<file path="config.mk">
export PLATFORM = sky130hd
export DESIGN_NAME = sdcd_device_flat
export DESIGN_NICKNAME = d
export VERILOG_FILES = /design/src/core/sdcd_pkg.sv /design/src/core/sdcd_if.sv /design/src/core/sdcd_device.sv /design/src/flat_wrapper.sv
export VERILOG_INCLUDE_DIRS = /design/src /design/src/core
export SDC_FILE = /design/constraint.sdc
export NUM_CORES = 1
export LEC_CHECK = 0
export ABC_AREA = 1
export BUFFER_PORTS_ARGS = -buffer_cell sky130_fd_sc_hd__buf_2
export CAP_MARGIN = 5
export CORE_ASPECT_RATIO = 0.9
export CORE_UTILIZATION = 40
export CTS_CLUSTER_SIZE = 16
export DETAILED_ROUTE_END_ITERATION = 8
export PLACE_DENSITY = 0.57
export SLEW_MARGIN = 20
export SYNTH_ARGS = -nofsm -noshare
export SYNTH_HDL_FRONTEND = slang
export SYNTH_SLANG_ARGS = --single-unit
</file>
<file path="constraint.sdc">
create_clock -name clk_sys -period 2.25 [get_ports clk_sys]
set_input_delay 0.1125 -clock clk_sys [delete_from_list [all_inputs] [get_ports clk_sys]]
set_output_delay 0.1125 -clock clk_sys [all_outputs]
set_load 0.01 [all_outputs]
</file>
<file path="src/core/sdcd_params.svh">
`ifndef SDCD_PARAMS_SVH
`define SDCD_PARAMS_SVH
// ************************************************************
// bank geometry and latency defaults
// ************************************************************
`define SDCD_NUM_BANKS 4
`define SDCD_BANK_W 2
`define SDCD_CAS_LAT_DEF 3
`define SDCD_BURST_LEN_DEF 8
`define SDCD_CNT_W 9
`define SDCD_FULL_PAGE_LEN 256
`endif

</file>
<file path="src/core/sdcd_pkg.sv">
package sdcd_pkg;
  // host-side command requests
  typedef enum logic [3:0] {
    SDCD_REQ_NOP = 4'h0,
    SDCD_REQ_ACT = 4'h1,
    SDCD_REQ_PRE = 4'h2,
    SDCD_REQ_RD = 4'h3,
    SDCD_REQ_WR = 4'h4,
    SDCD_REQ_MRS = 4'h5,
    SDCD_REQ_STOP = 4'h6,
    SDCD_REQ_AREF = 4'h7,
    SDCD_REQ_SREF = 4'h8,
    SDCD_REQ_PDN = 4'h9,
    SDCD_REQ_WAKE = 4'hA,
    SDCD_REQ_DESEL = 4'hB,
    SDCD_REQ_SUSP = 4'hC
  } sdcd_req_t;
  // device power state, one-hot
  typedef enum logic [3:0] {
    SDCD_ST_NORMAL = 4'b0001,
    SDCD_ST_PDOWN = 4'b0010,
    SDCD_ST_SUSP = 4'b0100,
    SDCD_ST_SREF = 4'b1000
  } sdcd_state_t;
endpackage

</file>
<file path="src/core/sdcd_if.sv">
`timescale 1ns/10ps
interface sdcd_if;
  logic chip_sel_n;
  logic row_strobe_n;
  logic col_strobe_n;
  logic write_en_n;
  logic bank_select_low;
  logic bank_select_high;
  logic precharge_qualifier_bit;
  logic byte_mask;
  logic clock_enable_current;
  modport ctrl (
    output chip_sel_n, row_strobe_n, col_strobe_n, write_en_n,
    output bank_select_low, bank_select_high, precharge_qualifier_bit,
    output byte_mask, clock_enable_current
  );
  modport dev (
    input chip_sel_n, row_strobe_n, col_strobe_n, write_en_n,
    input bank_select_low, bank_select_high, precharge_qualifier_bit,
    input byte_mask, clock_enable_current
  );
endinterface

</file>
<file path="src/core/sdcd_device.sv">
// Behaviour
// - sample command pins on rising clock only
// - decode uses previous and current clock enable
// - bank commands act on selected bank
// - burst stop is LHHL, full-page only
// - no power down during a burst
// - enable fall in burst means suspend
// - active bank plus enable fall: suspend
// - enable rise leaves suspend, ignores rest
// - enable fall with nop/deselect: power down
// - enable rise with nop/deselect: wake up
// - idle LLLH with enable falling: self refresh
// - pin patterns decode to command set
// - qualifier bit selects all-bank or auto-precharge
// - byte mask gates write data and outputs
// - controller gives write data from command cycle
// - read stop releases outputs after latency
`timescale 1ns/10ps
`include "sdcd_params.svh"
module sdcd_device
  import sdcd_pkg::*;
#(
  parameter int CAS_LAT = `SDCD_CAS_LAT_DEF,
  parameter int BURST_LEN = `SDCD_BURST_LEN_DEF
) (
  // clock and reset
  input wire logic clk_sys,
  input wire logic rst,
  // command pins
  sdcd_if.dev pins,
  // decoded command pulses
  output logic cmd_act_ff,
  output logic cmd_pre_ff,
  output logic cmd_pre_all_ff,
  output logic cmd_rd_ff,
  output logic cmd_wr_ff,
  output logic cmd_auto_pre_ff,
  output logic cmd_mrs_ff,
  output logic cmd_stop_ff,
  output logic cmd_aref_ff,
  output logic [`SDCD_BANK_W-1:0] cmd_bank_ff,
  // status
  output logic [`SDCD_NUM_BANKS-1:0] bank_active_ff,
  output logic [3:0] pwr_state_ff,
  output logic burst_busy_ff,
  output logic write_data_en_ff,
  output logic out_drive_en_ff
);
  // ************************************************************
  // input synchronisers
  // ************************************************************
  logic [8:0] sync1_ff;
  logic [8:0] sync2_ff;
  logic clock_enable_previous;
  // two stages because pins come from outside logic
  always_ff @(posedge clk_sys or posedge rst) begin
    if (rst) begin
      sync1_ff <= 9'h1FF;
      sync2_ff <= 9'h1FF;
    end else begin
      sync1_ff <= {pins.chip_sel_n, pins.row_strobe_n, pins.col_strobe_n,
                   pins.write_en_n, pins.bank_select_high, pins.bank_select_low,
                   pins.precharge_qualifier_bit, pins.byte_mask,
                   pins.clock_enable_current};
      sync2_ff <= sync1_ff;
    end
  end
  // previous enable level kept from the last edge
  always_ff @(posedge clk_sys or posedge rst) begin
    if (rst) begin
      clock_enable_previous <= 1'b1;
    end else begin
      clock_enable_previous <= sync2_ff[0];
    end
  end
  // ************************************************************
  // pattern decode
  // ************************************************************
  wire cs_n = sync2_ff[8];
  wire ras_n = sync2_ff[7];
  wire cas_n = sync2_ff[6];
  wire we_n = sync2_ff[5];
  wire [`SDCD_BANK_W-1:0] bank_sel = sync2_ff[4:3];
  wire qual = sync2_ff[2];
  wire mask = sync2_ff[1];
  wire cke_cur = sync2_ff[0];
  wire [3:0] pat = {cs_n, ras_n, cas_n, we_n};
  sdcd_state_t state_ff;
  sdcd_state_t nxt_state;
  wire normal = (state_ff == SDCD_ST_NORMAL);
  wire hh = normal && clock_enable_previous && cke_cur;
  wire hl = clock_enable_previous && !cke_cur;
  wire lh = !clock_enable_previous && cke_cur;
  wire any_active = |bank_active_ff;
  // deselect masks everything else because cs_n leads the pattern
  wire is_act = hh && (pat == 4'h3);
  wire is_pre = hh && (pat == 4'h2);
  wire is_wr = hh && (pat == 4'h4);
  wire is_rd = hh && (pat == 4'h5);
  wire is_mrs = hh && (pat == 4'h0);
  wire is_stop = hh && (pat == 4'h6) && burst_busy_ff && (BURST_LEN == 0);
  wire is_aref = hh && (pat == 4'h1) && !any_active;
  wire nop_or_desel = cs_n || (ras_n && cas_n);
  wire go_sref = normal && hl && (pat == 4'h1) && !any_active;
  wire go_susp = normal && hl && (burst_busy_ff || any_active) && !go_sref;
  wire go_pdn = normal && hl && nop_or_desel && !burst_busy_ff && !any_active;
  // bank hit decode per selected bank
  wire [`SDCD_NUM_BANKS-1:0] bank_hit = `SDCD_NUM_BANKS'(1) << bank_sel;
  // ************************************************************
  // power state machine
  // ************************************************************
  always_comb begin
    nxt_state = state_ff;
    case (state_ff)
      SDCD_ST_NORMAL: begin
        if (go_sref) begin
          nxt_state = SDCD_ST_SREF;
        end else if (go_susp) begin
          nxt_state = SDCD_ST_SUSP;
        end else if (go_pdn) begin
          nxt_state = SDCD_ST_PDOWN;
        end
      end
      SDCD_ST_SUSP: begin
        if (lh) begin
          nxt_state = SDCD_ST_NORMAL;
        end
      end
      SDCD_ST_PDOWN: begin
        if (lh && nop_or_desel) begin
          nxt_state = SDCD_ST_NORMAL;
        end
      end
      SDCD_ST_SREF: begin
        if (lh && nop_or_desel) begin
          nxt_state = SDCD_ST_NORMAL;
        end
      end
      default: nxt_state = SDCD_ST_NORMAL;
    endcase
  end
  always_ff @(posedge clk_sys or posedge rst) begin
    if (rst) begin
      state_ff <= SDCD_ST_NORMAL;
    end else begin
      state_ff <= nxt_state;
    end
  end
  // ************************************************************
  // bank and burst tracking
  // ************************************************************
  logic [`SDCD_CNT_W-1:0] burst_cnt_ff;
  logic [`SDCD_CNT_W-1:0] hz_cnt_ff;
  logic rd_burst_ff;
  wire [`SDCD_CNT_W-1:0] blen = (BURST_LEN == 0) ?
    `SDCD_CNT_W'(`SDCD_FULL_PAGE_LEN) : `SDCD_CNT_W'(BURST_LEN);
  wire start = (is_rd || is_wr) && bank_active_ff[bank_sel];
  wire pre_all = is_pre && qual;
  wire [`SDCD_NUM_BANKS-1:0] clr_mask = pre_all ? {`SDCD_NUM_BANKS{1'b1}} :
    (is_pre ? bank_hit : '0);
  wire [`SDCD_NUM_BANKS-1:0] set_mask = is_act ? bank_hit : '0;
  // bank open flags
  always_ff @(posedge clk_sys or posedge rst) begin
    if (rst) begin
      bank_active_ff <= '0;
    end else begin
      bank_active_ff <= (bank_active_ff & ~clr_mask) | set_mask;
    end
  end
  // burst counter runs only in the normal state; full page holds its count until stopped
  wire last_beat = (burst_cnt_ff == `SDCD_CNT_W'(1)) && (BURST_LEN != 0);
  always_ff @(posedge clk_sys or posedge rst) begin
    if (rst) begin
      burst_cnt_ff <= '0;
      burst_busy_ff <= 1'b0;
      rd_burst_ff <= 1'b0;
    end else if (start) begin
      burst_cnt_ff <= blen;
      burst_busy_ff <= 1'b1;
      rd_burst_ff <= is_rd;
    end else if (is_stop || (burst_busy_ff && normal && last_beat)) begin
      burst_cnt_ff <= '0;
      burst_busy_ff <= 1'b0;
    end else if (burst_busy_ff && normal && (BURST_LEN != 0)) begin
      burst_cnt_ff <= burst_cnt_ff - `SDCD_CNT_W'(1);
    end
  end
  // outputs float latency cycles after a read stop
  always_ff @(posedge clk_sys or posedge rst) begin
    if (rst) begin
      hz_cnt_ff <= '0;
    end else if (is_stop && rd_burst_ff) begin
      hz_cnt_ff <= `SDCD_CNT_W'(CAS_LAT);
    end else if (hz_cnt_ff != '0) begin
      hz_cnt_ff <= hz_cnt_ff - `SDCD_CNT_W'(1);
    end
  end
  wire drive_ok = rd_burst_ff && (burst_busy_ff || (hz_cnt_ff > `SDCD_CNT_W'(1)));
  // ************************************************************
  // registered outputs
  // ************************************************************
  always_ff @(posedge clk_sys or posedge rst) begin
    if (rst) begin
      cmd_act_ff <= 1'b0;
      cmd_pre_ff <= 1'b0;
      cmd_pre_all_ff <= 1'b0;
      cmd_rd_ff <= 1'b0;
      cmd_wr_ff <= 1'b0;
      cmd_auto_pre_ff <= 1'b0;
      cmd_mrs_ff <= 1'b0;
      cmd_stop_ff <= 1'b0;
      cmd_aref_ff <= 1'b0;
      cmd_bank_ff <= '0;
      pwr_state_ff <= 4'h1;
      write_data_en_ff <= 1'b0;
      out_drive_en_ff <= 1'b0;
    end else begin
      cmd_act_ff <= is_act;
      cmd_pre_ff <= is_pre && !qual;
      cmd_pre_all_ff <= pre_all;
      cmd_rd_ff <= is_rd;
      cmd_wr_ff <= is_wr;
      cmd_auto_pre_ff <= (is_rd || is_wr) && qual;
      cmd_mrs_ff <= is_mrs && !any_active;
      cmd_stop_ff <= is_stop;
      cmd_aref_ff <= is_aref;
      cmd_bank_ff <= bank_sel;
      pwr_state_ff <= nxt_state;
      // mask high blocks write data and output drive
      write_data_en_ff <= normal && cke_cur && any_active && !mask && !rd_burst_ff;
      out_drive_en_ff <= normal && cke_cur && !mask && drive_ok;
    end
  end
endmodule

</file>
<file path="src/flat_wrapper.sv">
// flat-port wrapper written by rule: the top's interface ports become plain ports
module sdcd_device_flat import sdcd_pkg::*;
#(
  parameter int CAS_LAT = `SDCD_CAS_LAT_DEF,
  parameter int BURST_LEN = `SDCD_BURST_LEN_DEF
)
  (clk_sys, rst, cmd_act_ff, cmd_pre_ff, cmd_pre_all_ff, cmd_rd_ff, cmd_wr_ff, cmd_auto_pre_ff, cmd_mrs_ff, cmd_stop_ff, cmd_aref_ff, cmd_bank_ff, bank_active_ff, pwr_state_ff, burst_busy_ff, write_data_en_ff, out_drive_en_ff, pins_chip_sel_n, pins_row_strobe_n, pins_col_strobe_n, pins_write_en_n, pins_bank_select_low, pins_bank_select_high, pins_precharge_qualifier_bit, pins_byte_mask, pins_clock_enable_current);
  sdcd_if pins_i ();
  input wire logic clk_sys;
  input wire logic rst;
  output logic cmd_act_ff;
  output logic cmd_pre_ff;
  output logic cmd_pre_all_ff;
  output logic cmd_rd_ff;
  output logic cmd_wr_ff;
  output logic cmd_auto_pre_ff;
  output logic cmd_mrs_ff;
  output logic cmd_stop_ff;
  output logic cmd_aref_ff;
  output logic [`SDCD_BANK_W-1:0] cmd_bank_ff;
  output logic [`SDCD_NUM_BANKS-1:0] bank_active_ff;
  output logic [3:0] pwr_state_ff;
  output logic burst_busy_ff;
  output logic write_data_en_ff;
  output logic out_drive_en_ff;
  input wire logic [$bits(pins_i.chip_sel_n)-1:0] pins_chip_sel_n;
  input wire logic [$bits(pins_i.row_strobe_n)-1:0] pins_row_strobe_n;
  input wire logic [$bits(pins_i.col_strobe_n)-1:0] pins_col_strobe_n;
  input wire logic [$bits(pins_i.write_en_n)-1:0] pins_write_en_n;
  input wire logic [$bits(pins_i.bank_select_low)-1:0] pins_bank_select_low;
  input wire logic [$bits(pins_i.bank_select_high)-1:0] pins_bank_select_high;
  input wire logic [$bits(pins_i.precharge_qualifier_bit)-1:0] pins_precharge_qualifier_bit;
  input wire logic [$bits(pins_i.byte_mask)-1:0] pins_byte_mask;
  input wire logic [$bits(pins_i.clock_enable_current)-1:0] pins_clock_enable_current;
  assign pins_i.chip_sel_n = pins_chip_sel_n;
  assign pins_i.row_strobe_n = pins_row_strobe_n;
  assign pins_i.col_strobe_n = pins_col_strobe_n;
  assign pins_i.write_en_n = pins_write_en_n;
  assign pins_i.bank_select_low = pins_bank_select_low;
  assign pins_i.bank_select_high = pins_bank_select_high;
  assign pins_i.precharge_qualifier_bit = pins_precharge_qualifier_bit;
  assign pins_i.byte_mask = pins_byte_mask;
  assign pins_i.clock_enable_current = pins_clock_enable_current;
  sdcd_device #(.CAS_LAT(CAS_LAT), .BURST_LEN(BURST_LEN)) u_core (.clk_sys(clk_sys), .rst(rst), .pins(pins_i), .cmd_act_ff(cmd_act_ff), .cmd_pre_ff(cmd_pre_ff), .cmd_pre_all_ff(cmd_pre_all_ff), .cmd_rd_ff(cmd_rd_ff), .cmd_wr_ff(cmd_wr_ff), .cmd_auto_pre_ff(cmd_auto_pre_ff), .cmd_mrs_ff(cmd_mrs_ff), .cmd_stop_ff(cmd_stop_ff), .cmd_aref_ff(cmd_aref_ff), .cmd_bank_ff(cmd_bank_ff), .bank_active_ff(bank_active_ff), .pwr_state_ff(pwr_state_ff), .burst_busy_ff(burst_busy_ff), .write_data_en_ff(write_data_en_ff), .out_drive_en_ff(out_drive_en_ff));
endmodule
</file>
==> impl_results.md, run 1 <==
- Outcome: complete, no violations
- Highest routed metal layer: met4
- Clk slew on worst S/H paths: 0.07 ns
- CTS Buf Count: 9
- GRT Overall Usage: ~17%
- Final #Nets: 357
- DP HPWL: between 3 and 4 mm
- Post-synthesis sequential area ratio: approximately 56%
- Total Routed Length: 4.99 mm
- Gr ovfl total: 0
- Multi-input gate area: approximately 1000 um2
- DP Worst Slack: ~0.56 ns
- Final setup viols: 0
- Io pins: 33
- Worst hold path class: flip-flop to flip-flop
- Relative slew margins: ~57%
- WS Path Type: flip-flop to flip-flop
- CP Max Fanout: 12
- Htree depth: 3
- Pin count of the biggest net entering global routing: 33
- Syn Nets: between 300 and 400
- Simple-Gate Fraction of Synth Area: roughly a quarter
- Synthesis Warnings: 0
- Pleak: 1.65 nW
- Max Clock Freq: 588 MHz
- Clk_lat worst skew: about 0.34 ns
- DR DRC count: 0
- Worst slew pin tran: between 0.6 and 0.7 ns
- Data arrival, critical path: around 1.9 ns
- Most frequent cells in the layout: 48 x nand2_1, 39 x dfrtp_1, 37 x nor2_1, 37 x nand3_1, 34 x inv_1
- Share of the synthesized area in the top cell type: 36.2%
- Fin crit share: 75.6%
- Fill cells: 611
- CP Buf/Inv Count: 2
- Setup TNS: 0 ns
- Initial antenna violation count: 0
- Hold path cells: 0
- Adder-cell share of the synthesized area: about 1.9%
- Synth area leaders: dfrtp_1 36%, dfstp_2 20%, nand3_1 6.9%
- Iteration-0 DRC count of the detailed router: 100
- Syn-to-layout area delta: 20.6%
- Worst Skew: roughly 0.0073 ns
- Number of synthesized flops with an enable pin: 0
- GP Congestion: ~0.80
- Antenna Diode Count: 0
- Met3 Wirelength: 207 um
- CP top delay family: simple AND/OR/NAND/NOR gates
- Syn Inst Count: around 300
- Synth Area in XOR/XNOR: between 1.5 and 2%
- Met2 WL post-DR: approximately 2.2 mm
- Final Max Slew Viols: 0
- Max clock buf depth: 2
- Power density cells: approximately 1000 nW/um2
- Hold path start: u_core.sync1_ff[3]
- Post-synth cell types: 32
- Leading area contributor after synthesis: dfrtp_1
- Slowest stage delay, CP: roughly 0.55 ns
- Rows: 27
- Clk Tree Root Cell: clkbuf_8
- Global-route wire length before repair: slightly below 9 mm
- Vias in the first global route: between 1,500 and 2,000
- RR Endpoint: u_core.burst_cnt_ff[7]
- RSZ-0062 raised after global routing: no
- 1st-pass router iterations: 4
- Register area: 1500 um2
- Async SR Flop Fraction: 100%
- Post-CTS Setup Inserts: 0
- Synth Flop Type: dfrtp_1
- Critical Path End Type: flip-flop
- CTS tree: yes
- Crit start category: flip-flop
- Fin util: 51.4%
- Routed vias: 2,007
- Initial core utilization: 42.6%
- Critical Path RT: 2.48 ns
- Crit path cell chain: inv_1 > nor2_4 > nand2_4 > nor2_8 > inv_2 > nor2_4 > nor2_1 > nand3_1 > nand2_1
- Die X: just under 90 um
- Share of post-route cells with drive strength above 1: between 20 and 30%
- Max Cap Viol: 0
- Die span in y: 79.8 um
- Antenna Violating Nets Remaining: 0
- PnR worst setup slack: ~0.55 ns
- Worst r2r src: u_core.state_ff[0]
- Hold Vio Cnt, Final: 0
- Crit-path slowest cell: dfstp_2
- Total power: between 3 and 4 mW
- Syn Area/Cell: 9.22 um2
- Maximum vdd drop: between 0.4 and 0.5 mV
- Hold EP: u_core.sync2_ff[3]
- Die area: just over 7000 um2
- Final worst path period need: around 1.7 ns
- Register bit total from synthesis: ~60
- Register-to-Register Setup Slack: 0.55 ns
- Most common cell on crit path: nor2_4
- I/O Buffers: 31
- Commonest non-fill, non-tap cell in the layout: nand2_1
- Vias/cell: ~4.6
- Metal1 wirelength: 2.55 mm
- Synth Area in Compound Gates: 7.39%
- Mapped Area: 2690 um2
- Core ar.: roughly 6300 um2
- DR WL/cell: around 12 um
- Clock tree sinks: 59
- Main combinational cell family by area after synthesis: simple AND/OR/NAND/NOR gates
- Reg2reg path depth: 9
- Mux contribution to synthesized area: 0%
[registers in the layout (all words and copies together) (netlist names), 2 cells and up]
| register | cells |
|---|---|
| u_core.bank_active_ff | 4 |
| u_core.hz_cnt_ff | 9 |
| u_core.sync2_ff | 9 |
| u_core.burst_cnt_ff | 9 |
| u_core.state_ff | 4 |
| u_core.cmd_bank_ff | 2 |
| u_core.sync1_ff | 9 |
[power breakdown]
group / switching [mW] / internal [mW]
combinational: 0.611 / 0.349
clock: 0.409 / 0.570
sequential: 0.135 / 1.22
total: 1.15 / 2.14
[worst max-delay path by stage]
stage | startpoint | to | slack, ns | depth (start not counted)
3_3_place_gp | u_core.state_ff[0] | u_core.burst_cnt_ff[5] | 0.60 | 9
4_1_cts | u_core.state_ff[0] | u_core.burst_cnt_ff[7] | 0.54 | 9
6_report | u_core.state_ff[0] | u_core.burst_cnt_ff[7] | 0.55 | 9
2_1_floorplan | rst | u_core.bank_active_ff[0] | 0.71 | 1
5_1_grt | u_core.state_ff[0] | u_core.burst_cnt_ff[6] | 0.41 | 9
3_5_place_dp | u_core.state_ff[0] | u_core.burst_cnt_ff[7] | 0.56 | 9
[stage by stage]
stage / instances / instance area, um2 / hold slack [ns]
global route: 434 / 3250 / 0.355
global placement: 408 / 2940 / 0.218
floorplan: 292 / 2690 / 0.117
finish: 434 / 3250 / 0.351
CTS: 434 / 3250 / 0.352
detailed placement: 408 / 2940 / 0.219
[layer usage]
layer,global-route usage [%],vias to the layer above
met5,0,-
met4,6.29,0
met3,5.89,10
met2,25.1,35
met1,22.5,917
li1,-,1045
[Yosys cell counts, types with 3 or more instances]
cell type / number
a21oi_1: 9
o31ai_1: 4
dfrtp_1: 39
xor2_1: 4
nor2_1: 37
buf_6: 3
nand4_1: 3
o21ai_0: 12
nor2_4: 3
inv_2: 5
nand2_1: 48
dfstp_2: 20
o21ai_1: 3
inv_1: 35
nand3_1: 37
ha_1: 4
nor3_1: 5
[timing repair]
| action | in CTS | in global routing |
|---|---|---|
| hold buffers | 10 | 0 |
| endpoints found under the hold margin | 30 | 0 |
| gates resized for setup | 0 | 0 |
[cells by family after synthesis]
kind of cell | Yosys count
simple gates | 144
flops | 59
buf+inv | 44
compound gates | 34
xor+xnor | 6
fa+ha+maj | 4
other cells | 1
[final cells by class]
class | instances | share of cell area [%]
inverter | 40 | 4.62
clock inverter | 4 | 1.54
timing repair buffer | 43 | 8.71
clock buffer | 12 | 4.78
sequential | 59 | 46.2
multi-input combinational | 189 | 30.8
tap | 87 | 3.35
No activity file was read; power rests on OpenSTA's default activity.
==> run 2, diff against run 1 <==
- clock period: 2.25 -> 1.6 ns (I/O delays scaled with it)
==> impl_results.md, run 2 (synthesis gave the netlist of run 1 again) <==
- Initial antenna violation count: 0 (unchanged)
- WHS: 0.304 ns (-0.0471 ns)
- Core ar.: 6320 um2 (unchanged)
- Commonest non-fill, non-tap cell in the layout: nand2_1
- Critical Path End Type: flip-flop
- RSZ-0062 raised after global routing: yes
- Pleak: 1.78 nW (+7.6%)
- Rows: 27 (unchanged)
- GRT Overall Usage: 17.3% (+0.45 points)
- Slowest stage delay, CP: 0.55 ns (about the same)
- I/O Buffers: 31 (unchanged)
- Die X: 88.5 um (unchanged)
- CP Max Fanout: 5 (-7)
- Critical path origin: u_core.state_ff[0]
- Global-route wire length before repair: 9.10 mm (+3.0%)
- Maximum vdd drop: 0.714 mV (+46%)
- Antenna Diode Count: 0 (unchanged)
- Total Routed Length: 5.43 mm (+8.8%)
- Io pins: 33 (unchanged)
- Critical Path RT: 1.82 ns (-0.66 ns)
- Crit start category: flip-flop
- Final #Nets: 375 (+5.0%)
- Die area: 7060 um2 (unchanged)
- Data arrival, critical path: 1.79 ns (-0.14 ns)
- Antenna Violating Nets Remaining: 0 (unchanged)
- Max clock buf depth: 2 (unchanged)
- Worst hold path class: input pin to asynchronous set/reset pin
- Worst Skew: 0.00519 ns (-0.00212 ns)
- CTS tree: yes
- Routed vias: 2,142 (+6.7%)
- GP Congestion: 0.840 (+4.6%)
- Final worst path period need: 1.56 ns (-0.138 ns)
- Max Clock Freq: 639 MHz (+8.8%)
- Worst r2r src: u_core.state_ff[0]
- WS Path Type: flip-flop to flip-flop
- PnR worst setup slack: 0.0362 ns (-0.512 ns)
- Die span in y: 79.8 um (unchanged)
- 1st-pass router iterations: 4 (unchanged)
- Power density cells: 1480 nW/um2 (+46%)
- DP Worst Slack: 0.0565 ns (-0.504 ns)
- DR DRC count: 0 (unchanged)
- Most frequent cells in the layout: 48 x nand2_1, 39 x dfrtp_1, 35 x nor2_1, 33 x inv_1, 32 x nand3_1
- DP HPWL: 3.64 mm (+2.9%)
- Clk Tree Root Cell: clkbuf_8
- Max Cap Viol: 0 (unchanged)
- DR WL/cell: 12.0 um (+4.5%)
- Final Max Slew Viols: 0 (unchanged)
- Clk slew on worst S/H paths: 0.07 ns (about the same)
- Syn-to-layout area delta: 30.5%
- Clk_lat worst skew: 0.33 ns (about the same)
- Fin crit share: 97.7% (+22 points)
- Initial core utilization: 42.6% (unchanged)
- Gr ovfl total: 0 (unchanged)
- Pin count of the biggest net entering global routing: 23 (-30%)
- Hold Vio Cnt, Final: 0 (unchanged)
- CP top delay family: flip-flops
- Vias in the first global route: 1,987 (+4.7%)
- Clock tree sinks: 59 (unchanged)
- Final setup viols: 0 (unchanged)
- Crit-path slowest cell: dfstp_2
- CTS Buf Count: 9 (unchanged)
- Outcome: complete, no violations
- Iteration-0 DRC count of the detailed router: 91 (-9.0%)
- Crit path cell chain: inv_2 > nor2_4 > nand4_4 > a21oi_4 > buf_6 > nand2_4 > nand3_1 > nand2_1
- Fin util: 55.6% (+4.2 points)
- Htree depth: 3 (unchanged)
- Share of post-route cells with drive strength above 1: 31.2% (+6.2 points)
- CP Buf/Inv Count: 2 (unchanged)
- Vias/cell: 4.74 (+2.5%)
[run 2: cell count changes in the layout (fill, tap and decap cells not counted), sizes merged]
cell,previous run,this run
clkinvlp,2,1
buf,33,48
bufinv,1,3
clkbuf,12,10
inv,40,41
nand2,52,55
[run 2: worst register-to-register path, cell delays in order, from the launching register on]
cell and delay (ns):
dfstp_2 0.55, inv_2 0.05, nor2_4 0.15, nand4_4 0.15, a21oi_4 0.19, buf_6 0.16, nand2_4 0.08, nand3_1 0.07
nand2_1 0.06
[run 2: stage by stage]
stage / TNS, ns / instances / cell area, um2 / power, mW
CTS: 0 / 442 / 3360 / 5.09
global route: -0.129 / 452 / 3510 / 5.53
global placement: 0 / 416 / 3020 / 3.35
floorplan: 0 / 292 / 2690 / 2.98
detailed placement: 0 / 416 / 3020 / 3.37
finish: 0 / 452 / 3510 / 5.19
[run 2: metal layers]
layer | routed length, um | GRT usage [%] | share of wire, %
met5 | 0 | 0 | 0
met4 | 128 | 8.39 | 2.4
met3 | 206 | 4.86 | 3.8
met2 | 2570 | 26.5 | 47
met1 | 2530 | 22.4 | 46
[run 2: cell type report]
cell class / count / area [um2]
well taps: 87 / 109
multi-input cells: 192 / 1080
repair buffers: 58 / 424
inverters: 40 / 153
fillers: 568 / 2800
flip-flops and latches: 59 / 1500
clock buffers: 10 / 138
clock inverters: 6 / 111
[run 2: power breakdown]
group | leakage, nW | internal (mW) | switching (mW)
logic | 0.920 | 0.649 | 0.968
registers | 0.736 | 1.72 | 0.177
clock network | 0.123 | 1.08 | 0.598
total | 1.78 | 3.45 | 1.74
[run 2: what timing repair did]
item	in CTS	in global routing
buffers inserted	0	7
resized for setup	0	15
hold buffers	10	0
endpoints found under the hold margin	24	0
setup endpoints to repair	0	11
[run 2: final timing paths]
path / to / slack, ns / cells past startpoint
setup / recovery: u_core.burst_cnt_ff[1] / 0.04 / 8
hold / removal: u_core.hz_cnt_ff[7] / 0.30 / 3
setup reg to reg: u_core.burst_cnt_ff[1] / 0.04 / 8
hold reg to reg: u_core.sync2_ff[3] / 0.35 / 0
max in group asynchronous: u_core.sync1_ff[3] / 0.74 / 4
min in group clk_sys: u_core.sync2_ff[3] / 0.35 / 0
==> run 3, diff against run 2 <==
- clock period: 1.6 -> 1.9 ns (I/O delays scaled with it)
==> impl_results.md, run 3 (synthesis gave the netlist of run 1 again) <==
- Maximum vdd drop: 0.679 mV (-4.9%)
- Worst Skew: 0.00813 ns (+0.00294 ns)
- Iteration-0 DRC count of the detailed router: 77 (-15%)
- Pin count of the biggest net entering global routing: 27 (+17%)
- CP Max Fanout: 12 (+7)
- 1st-pass router iterations: 4 (unchanged)
- Crit path cell chain: inv_1 > nor2_4 > nand2_4 > nor2_8 > inv_2 > nor2_4 > nor2_1 > nand3_1 > nand2_1
- Clk Tree Root Cell: clkbuf_8
- Net Sw Power: 1.35 mW (-23%)
- Initial core utilization: 42.6% (unchanged)
- RR Endpoint: u_core.burst_cnt_ff[2]
- Net Sw Frac: 33.5% (about the same)
- Final #Nets: 358 (-4.5%)
- Final worst path period need: 1.67 ns (+0.106 ns)
- Clk_lat worst skew: 0.34 ns (about the same)
- Internal: 2.67 mW (-23%)
- Clk slew on worst S/H paths: 0.07 ns (about the same)
- Io pins: 33 (unchanged)
- Register-to-Register Setup Slack: 0.23 ns (+0.19 ns)
- Slowest stage delay, CP: 0.54 ns (about the same)
- Worst r2r src: u_core.state_ff[0]
- CTS Buf Count: 9 (unchanged)
- Routed vias: 2,032 (-5.1%)
- Initial antenna violation count: 0 (unchanged)
- Die span in y: 79.8 um (unchanged)
- Total Routed Length: 4.89 mm (-10%)
- Total power: 4.02 mW (-23%)
- I/O Buffers: 31 (unchanged)
- Vias/cell: 4.67 (-1.4%)
- Outcome: complete, no violations
- Setup TNS: 0 ns (unchanged)
- WHS: 0.221 ns (-0.0829 ns)
- Reg2reg path depth: 9 (+1)
- Antenna Diode Count: 0 (unchanged)
- Sequential Power Share: 39.9% (+3.3 points)
- Post-CTS Resized: 0 (unchanged)
- CP Buf/Inv Count: 2 (unchanged)
- DR DRC count: 0 (unchanged)
- Gr ovfl total: 0 (unchanged)
- Global-route wire length before repair: 8.42 mm (-7.4%)
- CTS tree: yes
- Max Cap Viol: 0 (unchanged)
- Share of post-route cells with drive strength above 1: 25.3% (-5.9 points)
- DP HPWL: 3.49 mm (-4.1%)
- Crit start category: flip-flop
- Htree depth: 3 (unchanged)
- Most common cell on crit path: nor2_4
- Crit-path slowest cell: dfstp_2
- Critical Path End Type: flip-flop
- Clock tree sinks: 59 (unchanged)
- Fin crit share: 87.9% (-9.8 points)
- Vias in the first global route: 1,821 (-8.4%)
- Commonest non-fill, non-tap cell in the layout: nand2_1
- Final Max Slew Viols: 0 (unchanged)
- Power density cells: 1230 nW/um2 (-17%)
- Core ar.: 6320 um2 (unchanged)
- Worst hold path class: input pin to asynchronous set/reset pin
- Max clock buf depth: 2 (unchanged)
- Pleak: 1.67 nW (-6.3%)
- Final setup viols: 0 (unchanged)
- Data arrival, critical path: 1.89 ns (+0.10 ns)
- Rows: 27 (unchanged)
- Die area: 7060 um2 (unchanged)
- Antenna Violating Nets Remaining: 0 (unchanged)
- Die X: 88.5 um (unchanged)
- Syn-to-layout area delta: 21.3%
- Logic pwr share: 28.2% (-2.9 points)
- WS Path Type: flip-flop to flip-flop
- Critical Path RT: 2.12 ns (+0.30 ns)
- Most frequent cells in the layout: 48 x nand2_1, 39 x dfrtp_1, 37 x nor2_1, 37 x nand3_1, 34 x inv_1
- CP top delay family: simple AND/OR/NAND/NOR gates
- DR WL/cell: 11.2 um (-6.6%)
- Clock Power Share: 31.8% (-0.5 points)
- Max Clock Freq: 599 MHz (-6.4%)
- RSZ-0062 raised after global routing: no
- GP Congestion: 0.794 (-5.5%)
- GRT Overall Usage: 16.3% (-0.98 points)
- Hold Vio Cnt, Final: 0 (unchanged)
-- run 3: cell types whose count changed in the layout (fill, tap and decap cells not counted), sizes merged --
cell	change
bufinv	-1
buf	-14
clkbuf	+2
nand2	-3
inv	-1
-- run 3: how the worst max path moves through the flow --
| stage | from | end | slack, ns | cells after the start |
|---|---|---|---|---|
| after global placement | u_core.state_ff[0] | u_core.burst_cnt_ff[7] | 0.25 | 9 |
| after global routing | u_core.state_ff[0] | u_core.burst_cnt_ff[5] | 0.09 | 9 |
| final | u_core.state_ff[0] | u_core.burst_cnt_ff[2] | 0.23 | 9 |
| after floorplan | rst | u_core.bank_active_ff[0] | 0.38 | 1 |
| after detailed placement | u_core.state_ff[0] | u_core.burst_cnt_ff[7] | 0.23 | 9 |
| after CTS | u_core.state_ff[0] | u_core.burst_cnt_ff[2] | 0.21 | 9 |
-- run 3: area by class of cell --
cell class | instances | area, um2
Inverter | 40 | 150
Timing Repair Buffer | 44 | 278
Clock inverter | 4 | 72.6
Multi-Input combinational cell | 189 | 1000
Fill cell | 605 | 3050
Sequential cell | 59 | 1500
Tap cell | 87 | 109
Clock buffer | 12 | 155
-- run 3: power groups by stage --
stage               Combinational, mW  Clock (mW)  Sequential, mW
global placement                 1.11           0            1.63
finish                           1.13        1.28            1.60
CTS                              1.15        1.32            1.60
detailed placement               1.13           0            1.62
global route                     1.32        1.39            1.63
floorplan                       0.891           0            1.62
-- run 3: layer usage --
layer | GRT usage, % | wire length [um]
met2 | 22.7 | 2050
met1 | 21.9 | 2540
met5 | 0 | 0
met3 | 7.55 | 208
met4 | 6.29 | 81
-- run 3: through the flow --
| step | area (um2) | instances | worst slack, ns | utilization (%) |
|---|---|---|---|---|
| global route | 3270 | 435 | 0.0943 | 51.7 |
| finish | 3270 | 435 | 0.230 | 51.7 |
| floorplan | 2690 | 292 | 0.382 | - |
| global placement | 2940 | 409 | 0.253 | 46.5 |
| CTS | 3270 | 435 | 0.213 | 51.7 |
| detailed placement | 2940 | 409 | 0.225 | 46.5 |
-- run 3: worst reg2reg max path, stage by stage, from the launching register on --
cell,delay (ns)
dfstp_2,0.54
inv_1,0.06
nor2_4,0.13
nand2_4,0.11
nor2_8,0.16
inv_2,0.14
nor2_4,0.22
nor2_1,0.06
nand3_1,0.08
nand2_1,0.05
-- run 3: what timing repair did --
item / 4_1_cts / 5_1_grt
setup buffers: 0 / 0
endpoints found under the hold margin: 19 / 0
hold buffers: 10 / 0
